## src/include/sdc_pkg.sv

```systemverilog
// Purpose: shared constants for the synthesizer control byte block
// Assumes: serial stream is shifted msb first
// Notes: control byte bit positions and frame lengths live here
package sdc_pkg;
   // control byte field positions
   localparam int CB_SEC_STBY = 0;
   localparam int CB_MAIN_STBY = 1;
   localparam int CB_OSC_STBY = 2;
   localparam int CB_SEC_FLOAT = 3;
   localparam int CB_MAIN_FLOAT = 4;
   localparam int CB_OUT_C = 5;
   localparam int CB_OUT_B = 6;
   localparam int CB_OUT_A = 7;
   // power-up value: both loops in standby, bit 6 low
   localparam logic [7:0] CB_RESET = 8'h03;
   // frame lengths in serial clocks
   localparam logic [5:0] FRAME_SHORT = 6'h08;
   localparam logic [5:0] FRAME_LONG = 6'h20;
   // address of the control byte in a long frame, arbitrary choice
   localparam logic [3:0] CB_ADDR = 4'h0;
   // lock window in system clock cycles
   localparam int LOCK_WIN_CYC = 32;
endpackage : sdc_pkg

```

## src/design/sdc_ctl.sv

```systemverilog
// Purpose: control byte register, serial port and detector output logic
// Assumes: divided reference and vco strobes are one-cycle pulses on i_clk
// Notes: serial pins are oversampled; sclk must be slower than i_clk / 4
`timescale 1ns/1ns
`default_nettype none

// Functional notes
// mode high and pol low: positive polarity
// positive: lead low pulse, lag high
// pol high inverts detector pulse sense when mode high
// secondary standby floats secondary detector
// secondary float bit floats, counters run
// converter outputs hold their 8-bit codes
// accept 8 or 32 clock frames
// 8-clock frame is data byte only
// host sends address in 32-clock frame
// frame end loads byte, nothing else
// bit 7 drives output A when selected
// bit 7 ignored when A not selected
// mode low: output B from bit 6/standby
// mode high: bit 6 picks reference
// bit 5: output C float or low
// main float bit floats both main outputs
// main float change waits for pulse end
// locked stays locked until window exceeded; the code also clears lock when main standby is set
// unlocked stays unlocked while floating
// secondary float change waits for pulse end
// shifting never alters register mid-frame
module sdc_ctl
   import sdc_pkg::*;
#(
   parameter int LOCK_WIN = LOCK_WIN_CYC
)
(
   // clock and reset
   input wire logic i_clk,
   input wire logic i_resetn,
   // serial port pins
   input wire logic i_sclk,
   input wire logic i_sdata,
   input wire logic i_enb_n,
   // strap pins
   input wire logic i_mode,
   input wire logic i_sec_pol,
   // from other registers
   input wire logic [1:0] i_out_a_sel,
   input wire logic i_out_a_alt,
   input wire logic [7:0] i_dac1_code,
   input wire logic [7:0] i_dac2_code,
   // divided loop strobes
   input wire logic i_main_vco,
   input wire logic i_main_ref,
   input wire logic i_secondary_divided_vco,
   input wire logic i_secondary_divided_reference,
   // secondary detector pin
   output logic o_secondary_detector_output,
   output logic o_secondary_detector_output_oe,
   // main detector pins
   output logic o_main_detector_high_current,
   output logic o_main_detector_high_current_oe,
   output logic o_main_detector_low_current,
   output logic o_main_detector_low_current_oe,
   output logic o_main_lock,
   // general purpose pins and reference select
   output logic o_out_a,
   output logic o_out_b,
   output logic o_out_b_oe,
   output logic o_out_c,
   output logic o_out_c_oe,
   output logic o_ext_ref_sel,
   // converter codes
   output logic [7:0] o_dac1_level,
   output logic [7:0] o_dac2_level
);

   // synchronisers for pins: first stage feeds only the second
   logic [4:0] s1_reg, s2_reg, s3_reg;
   // serial state
   logic [31:0] sr_reg, sr_next;
   logic [5:0] cnt_reg, cnt_next;
   logic [7:0] ctrl_reg, ctrl_next;
   // detector state
   logic sec_lead_reg, sec_lead_next, sec_lag_reg, sec_lag_next;
   logic main_lead_reg, main_lead_next, main_lag_reg, main_lag_next;
   logic sec_fl_reg, sec_fl_next, main_fl_reg, main_fl_next;
   logic [15:0] err_reg, err_next;
   logic lock_reg, lock_next;
   // output next values
   logic sd_o, sd_oe, mh_o, mh_oe, a_o, b_o, b_oe, c_oe, xr_o;

   logic sclk_s, enb_s, mode_s, pol_s, sclk_rise, frame_end, enb_act;
   logic sec_busy, main_busy, inv;

   assign sclk_s = s2_reg[0];
   assign enb_s = s2_reg[2];
   assign mode_s = s2_reg[3];
   assign pol_s = s2_reg[4];
   // edges taken between stage two and stage three only
   assign sclk_rise = sclk_s & ~s3_reg[0];
   assign frame_end = enb_s & ~s3_reg[2];
   assign enb_act = ~enb_s;
   assign sec_busy = sec_lead_reg | sec_lag_reg;
   assign main_busy = main_lead_reg | main_lag_reg;
   // polarity defaults positive when mode is low
   assign inv = mode_s & pol_s;

   // next-state logic for port, register and detectors
   always_comb
   begin
      sr_next = sr_reg;
      cnt_next = cnt_reg;
      ctrl_next = ctrl_reg;
      if (enb_act && sclk_rise)
      begin
         // only the shifter and bit counter move mid-frame
         sr_next = {sr_reg[30:0], s2_reg[1]};
         cnt_next = (cnt_reg == 6'h3f) ? cnt_reg : cnt_reg + 6'h01;
      end
      if (frame_end)
      begin
         cnt_next = 6'h00;
         if (cnt_reg == FRAME_SHORT)
            ctrl_next = sr_reg[7:0];
         else if (cnt_reg == FRAME_LONG && sr_reg[3:0] == CB_ADDR)
            ctrl_next = sr_reg[31:24];
      end
      // phase detector flip-flops clear when both have fired
      sec_lead_next = sec_lead_reg | i_secondary_divided_vco;
      sec_lag_next = sec_lag_reg | i_secondary_divided_reference;
      if (sec_lead_next && sec_lag_next)
      begin
         sec_lead_next = 1'b0;
         sec_lag_next = 1'b0;
      end
      main_lead_next = main_lead_reg | i_main_vco;
      main_lag_next = main_lag_reg | i_main_ref;
      if (main_lead_next && main_lag_next)
      begin
         main_lead_next = 1'b0;
         main_lag_next = 1'b0;
      end
      // float bits only take hold between correction pulses
      sec_fl_next = sec_busy ? sec_fl_reg : ctrl_reg[CB_SEC_FLOAT];
      main_fl_next = main_busy ? main_fl_reg : ctrl_reg[CB_MAIN_FLOAT];
      // lock: pulse width within window; detector runs even when floated
      err_next = main_busy ? ((err_reg == 16'hffff) ? err_reg : err_reg + 16'h0001) : 16'h0000;
      if (err_reg >= 16'(LOCK_WIN))
         lock_next = 1'b0;
      // a float bit on its way in counts too, so leaving standby floated cannot raise lock
      else if (!main_busy && (main_fl_reg || main_fl_next))
         lock_next = lock_reg;
      else if (!main_busy)
         lock_next = 1'b1;
      else
         lock_next = lock_reg;
      if (ctrl_reg[CB_MAIN_STBY])
         lock_next = 1'b0;
      // secondary pin: drive only during a pulse, never when floated
      sd_oe = sec_busy & ~sec_fl_reg & ~ctrl_reg[CB_SEC_STBY];
      sd_o = sec_lead_reg ? inv : ~inv;
      // main pins both follow the same gated detector
      mh_oe = main_busy & ~main_fl_reg & ~ctrl_reg[CB_MAIN_STBY];
      mh_o = main_lead_reg ? inv : ~inv;
      // output A: bit 7 only when selected as general purpose
      a_o = (i_out_a_sel == 2'b00) ? ctrl_reg[CB_OUT_A] : i_out_a_alt;
      // output B is meaningless with mode high, so left floating
      b_oe = ~mode_s & ~ctrl_reg[CB_MAIN_STBY];
      b_o = ctrl_reg[CB_OUT_B];
      xr_o = mode_s & ctrl_reg[CB_OUT_B];
      c_oe = ~ctrl_reg[CB_OUT_C];
   end

   // register every group; outputs straight from flops
   always_ff @(posedge i_clk or negedge i_resetn)
   begin
      if (!i_resetn)
      begin
         s1_reg <= 5'h04;
         s2_reg <= 5'h04;
         s3_reg <= 5'h04;
         sr_reg <= 32'h0;
         cnt_reg <= 6'h00;
         ctrl_reg <= CB_RESET;
         sec_lead_reg <= 1'b0;
         sec_lag_reg <= 1'b0;
         main_lead_reg <= 1'b0;
         main_lag_reg <= 1'b0;
         sec_fl_reg <= 1'b0;
         main_fl_reg <= 1'b0;
         err_reg <= 16'h0000;
         lock_reg <= 1'b0;
         o_secondary_detector_output <= 1'b0;
         o_secondary_detector_output_oe <= 1'b0;
         o_main_detector_high_current <= 1'b0;
         o_main_detector_high_current_oe <= 1'b0;
         o_main_detector_low_current <= 1'b0;
         o_main_detector_low_current_oe <= 1'b0;
         o_main_lock <= 1'b0;
         o_out_a <= 1'b0;
         o_out_b <= 1'b0;
         o_out_b_oe <= 1'b0;
         o_out_c <= 1'b0;
         o_out_c_oe <= 1'b0;
         o_ext_ref_sel <= 1'b0;
         o_dac1_level <= 8'h00;
         o_dac2_level <= 8'h00;
      end
      else
      begin
         s1_reg <= {i_sec_pol, i_mode, i_enb_n, i_sdata, i_sclk};
         s2_reg <= s1_reg;
         s3_reg <= s2_reg;
         sr_reg <= sr_next;
         cnt_reg <= cnt_next;
         ctrl_reg <= ctrl_next;
         sec_lead_reg <= sec_lead_next;
         sec_lag_reg <= sec_lag_next;
         main_lead_reg <= main_lead_next;
         main_lag_reg <= main_lag_next;
         sec_fl_reg <= sec_fl_next;
         main_fl_reg <= main_fl_next;
         err_reg <= err_next;
         lock_reg <= lock_next;
         o_secondary_detector_output <= sd_o;
         o_secondary_detector_output_oe <= sd_oe;
         o_main_detector_high_current <= mh_o;
         o_main_detector_high_current_oe <= mh_oe;
         o_main_detector_low_current <= mh_o;
         o_main_detector_low_current_oe <= mh_oe;
         o_main_lock <= lock_reg;
         o_out_a <= a_o;
         o_out_b <= b_o;
         o_out_b_oe <= b_oe;
         o_out_c <= 1'b0;
         o_out_c_oe <= c_oe;
         o_ext_ref_sel <= xr_o;
         o_dac1_level <= i_dac1_code;
         o_dac2_level <= i_dac2_code;
      end
   end
endmodule : sdc_ctl
`default_nettype wire

```

## config.mk

```make
export PLATFORM = sky130hd
export DESIGN_NAME = sdc_ctl
export DESIGN_NICKNAME = d
export VERILOG_FILES = /design/src/include/sdc_pkg.sv /design/src/design/sdc_ctl.sv
export SDC_FILE = /design/constraint.sdc
export NUM_CORES = 1
export LEC_CHECK = 0
export ABC_AREA = 1
export BUFFER_PORTS_ARGS = -buffer_cell sky130_fd_sc_hd__buf_2
export CORE_MARGIN = 4
export CORE_UTILIZATION = 57
export DETAILED_ROUTE_END_ITERATION = 6
export HOLD_SLACK_MARGIN = 0.02
export PLACE_DENSITY = 0.78
export SYNTH_ARGS = -nofsm -noshare
export SYNTH_HDL_FRONTEND = slang
export SYNTH_SLANG_ARGS = --single-unit
```

## constraint.sdc

```tcl
create_clock -name i_clk -period 1.5 [get_ports i_clk]
set_input_delay 0.3 -clock i_clk [delete_from_list [all_inputs] [get_ports i_clk]]
set_output_delay 0.3 -clock i_clk [all_outputs]
set_load 0.1 [all_outputs]
```

* After elaboration in Yosys (flattened, before gate mapping) *
Index checks and enable logic that the tools add are counted.

operators by class
  add/subtract/negate cells = 2
  order comparisons = 1
  equality and inequality tests = 8
  mux-type cells = 19
  bitwise operators = 25
  reductions and logical operators = 14

operator list
  cell                     count
  $mux W16                 2
  $mux W6                  3
  $add A16 B1 Y16 const B  1
  $eq A16 B16 Y1 const B   1
  $ge A16 B6 Y1 const B    1
  $mux W8                  2
  $eq A6 B6 Y1 const B     2
  $mux W1                  12
  $not A1 Y1               10
  $and A1 B1 Y1            9
  $add A6 B1 Y6 const B    1
  $eq A6 B4 Y1 const B     1
  $or A1 B1 Y1             6
  $reduce_and A2 Y1        3
  $logic_and A1 B1 Y1      5
  $logic_not A4 Y1         1
  $ne A2 B2 Y1 const B     2
  $reduce_bool A2 Y1       2
  $ne A3 B2 Y1 const B     1
  $ne A3 B3 Y1 const B     1
  $logic_not A2 Y1         1
  $logic_not A1 Y1         1
  $logic_or A1 B1 Y1       1

word-level totals
  bits in registers = 108
  input bits = 30
  output and inout bits = 29

* Longest topological paths before layout *
  depth in word-level cells = 7
  depth in mapped cells = 9

* Worst setup path before layout *
OpenSTA, ideal clock, no wires.

  path kind = reg-to-output
  start = reg o_main_detector_low_current
  end = out o_main_detector_low_current
  arrival = 1,324 ps
  data required time = 1,200 ps
  setup slack = -124 ps
  cell stages (with the launch flop) = 2
  buffers on the path = 1
  path through = dfrtp_1 > buf_4

RTL lines
  element                 RTL line        source
  from (decl)             sdc_ctl.sv:61   output logic o_main_detector_low_current,
  from (signal assigned)  sdc_ctl.sv:228  o_main_detector_low_current <= mh_o;

No word-level cell between the ends.

* Worst setup path after layout *
  start = reg cnt_reg[1]
  end = reg cnt_reg[3]

between the ends
  word-level cells in the longest chain between the ends = 4
  elaborated cells on any way between the ends = 7
  those cells by class = add/sub: 1; eq/ne: 2; mux: 3; reduce/logical: 1

RTL lines
  element                 RTL line        source
  from (decl)             sdc_ctl.sv:80   logic [5:0] cnt_reg, cnt_next;
  from (signal assigned)  sdc_ctl.sv:214  cnt_reg <= cnt_next;
  $add A6 B1 Y6           sdc_ctl.sv:117  cnt_next = (cnt_reg == 6'h3f) ? cnt_reg : cnt_reg + 6'h01;
  $mux W6                 sdc_ctl.sv:117
  $mux W6                 sdc_ctl.sv:113  if (enb_act && sclk_rise)
  $mux W6                 sdc_ctl.sv:119  if (frame_end)

Several ways; a longest one is shown, not always the timed one. The select of a mux whose other input is x is not followed.
A chain may end at the register's enable or synchronous reset.

==> flow_metrics.py <==
metrics = {
    "sta": {
        "tns_ps": 0,
        "final-hold-violation-count": 0,
        "fmaxAchievable_ghz": 0.687,
        "rsz0062_at_grt": "true",
        "fin_ws_ps": 44.6,
        "fin_crit_ps": 1460,
        "fin_skew_ps": 12.4,
        "hold_slack_ps": 47.7,
        "fin_crit_sh_pct": 97.0,
        "slew_viol_final": 0,
        "finalSetupViolations": 0,
    },
    "synth": {
        "yosysWarnings": 0,
        "synth_area_per_cell_um2": 9.49,
        "synthFlopType": "dfrtp_1",
        "synthArstFlopShare_pct": 100,
        "synth_nets": 486,
        "ys_seq_elements": 106,
        "synth_edf_count": 0,
        "synth_top_area_cell": "dfrtp_1",
        "synth.area.top_cells": "dfrtp_1 59%, nand2_1 14%, nand3_1 3.6%, dfstp_2 3.1%, inv_1 2.6%",
        "yosysSeqAreaShare_pct": 62.0,
        "syn_area_um2": 4290,
        "synth.distinct_cells": 30,
        "synthDominantCellAreaShare_pct": 58.9,
        "postSynthCellCount": 452,
    },
    "finish": {
        "final_common_cell": "nand2_1",
        "num_antenna_cells": 0,
        "final_util_pct": 71.7,
        "n_fill_cell": 521,
        "areaGrowthSynthToFinish_pct": 21.8,
        "final_cell_mix": "158 x nand2_1, 99 x dfrtp_1, 53 x buf_2",
        "final_cell_area_um2": 5230,
        "largest_reg_flops": 32,
        "drive_above_1_share_pct": 22.5,
        "nNetsFinal": 579,
    },
    "critical_path": {
        "startpoint": "cnt_reg[1]",
        "ff2ff_path_depth": 7,
        "cp-end-kind": "register",
        "start_kind": "register",
        "crit_type": "reg -> reg",
        "path_max_fanout": 6,
        "r2r-start": "cnt_reg[1]",
        "arrival_ps": 1700,
        "required_ps": 1750,
    },
    "placement": {
        "dp_slack_ps": 44.8,
        "dpl.hpwl_um": 5370,
        "place_area_um2": 4750,
        "port_buffers": 57,
        "place_congestion": 0.863,
    },
    "global_routing": {
        "grt_pass1_vias": 3145,
        "grt-ovfl-total": 0,
        "grt_usage_pct": 19.6,
        "grt_max_degree": 40,
        "antenna_found_initial": 0,
        "grt_first_pass_wirelength_um": 14000,
    },
    "routing": {
        "drc": 0,
        "drtIter0Drc": 135,
        "wl_per_cell_um": 12.3,
        "avgViaCountPerCell": 4.90,
        "firstDrtPassIters": 5,
        "drt_wl_total_um": 7970,
        "dr_total_vias": 3183,
        "detail-route-antenna-nets": 0,
    },
    "floorplan": {
        "die_area_um2": 8980,
        "pin_count": 59,
        "start_util_pct": 58.8,
        "die_y_um": 94.8,
        "coreArea_um2": 7290,
        "row_count": 31,
        "die_width_um": 94.8,
    },
    "status": {
        "status": "finished, final reports clean",
    },
    "job": {
        "maxCapViolCount": 0,
    },
    "clock_tree": {
        "clkLatencyLatePin_ps": 370,
        "cts_tree": "built",
        "clock_sinks": 106,
        "cts_made_buffers": 9,
        "cts.path.max_buffers": 2,
        "cts.htree.levels": 3,
        "clkTransAtPathRegs_ps": 100,
        "cts_root_buffer": "clkbuf_8",
    },
    "worst_hold_path": {
        "hold_depth": 1,
        "hp-start": "i_mode",
        "hold_class": "in -> reg",
    },
    "power": {
        "power_density_nw_per_um2": 1070,
        "leakagePower_nw": 2.68,
        "worst_ir_drop_vdd_mv": 0.521,
    },
}
[timing repair]
item / CTS / global route
hold buffers: 20 / 1
endpoints found under the hold margin: 33 / 1
endpoints found under the setup margin: 0 / 12
setup buffers: 0 / 4
gates resized for setup: 0 / 11
[metrics by stage]
step / power, mW / cells
after detailed placement: 3.93 / 608
after global routing: 5.88 / 649
after CTS: 5.67 / 644
final: 5.62 / 649
after floorplan: 3.68 / 452
after global placement: 3.91 / 608
[cell type report]
class,count,area [um2],area share (%)
flip-flops and latches,106,2660,50.9
multi-input cells,299,1450,27.8
repair buffers,94,663,12.7
clock buffers,10,138,2.63
inverters,35,131,2.51
well taps,99,124,2.37
clock inverters,6,57.6,1.10
[synthesized netlist by cell type, types with 4 or more instances]
cell type	instances
nand2_2	4
nor2_1	29
dfstp_2	5
o21ai_1	11
nand4_1	8
o21ai_0	15
or2_2	5
buf_2	7
nand3_1	31
inv_2	5
dfrtp_1	101
inv_1	30
o21bai_1	5
nor3_1	6
nand2_1	159
xor2_1	4
ha_1	4
[cells by family after synthesis]
logic type	count (synthesis)	share of synthesized area, %
muxes	2	0.525
buffers and inverters	47	4.93
adders and majority gates	4	1.17
xor gates and xnor gates	4	0.816
and+or+nand+nor	252	25.8
DFF	106	62.0
AOI/OAI and AO/OA	36	4.75
other	1	0.0874
[worst max-delay path, stage by stage, from the launching register on]
cell     delay (ps)
dfrtp_1         390
buf_4           120
ha_1            190
nand3_2         140
o21ai_4         220
nand2_2         140
nand2_1          90
o21ai_1          60
[per-layer routing]
| layer | share of wire (%) | global-route usage, % | wire length, um |
|---|---|---|---|
| met1 | 45 | 26.0 | 3590 |
| met2 | 49 | 31.9 | 3930 |
| met3 | 4.4 | 3.75 | 347 |
| met4 | 1.2 | 7.45 | 99 |
| met5 | 0 | 0 | 0 |
[report_power, final]
| part | total (mW) | switching [mW] | internal [mW] |
|---|---|---|---|
| logic | 0.872 | 0.631 | 0.241 |
| clock network | 1.67 | 0.990 | 0.684 |
| registers | 3.07 | 0.0724 | 3.00 |
| total | 5.62 | 1.69 | 3.92 |
[path summary, 6_finish.rpt]
check	endpoint	slack (ps)
worst max-delay path	cnt_reg[3]	40
worst min-delay path	s1_reg[3]	50
worst max register to register	cnt_reg[3]	40
worst min register to register	s2_reg[0]	360
max in group asynchronous	s3_reg[2]	620
min in group asynchronous	o_out_b_oe	340
Power figures use the tool's default switching activity.
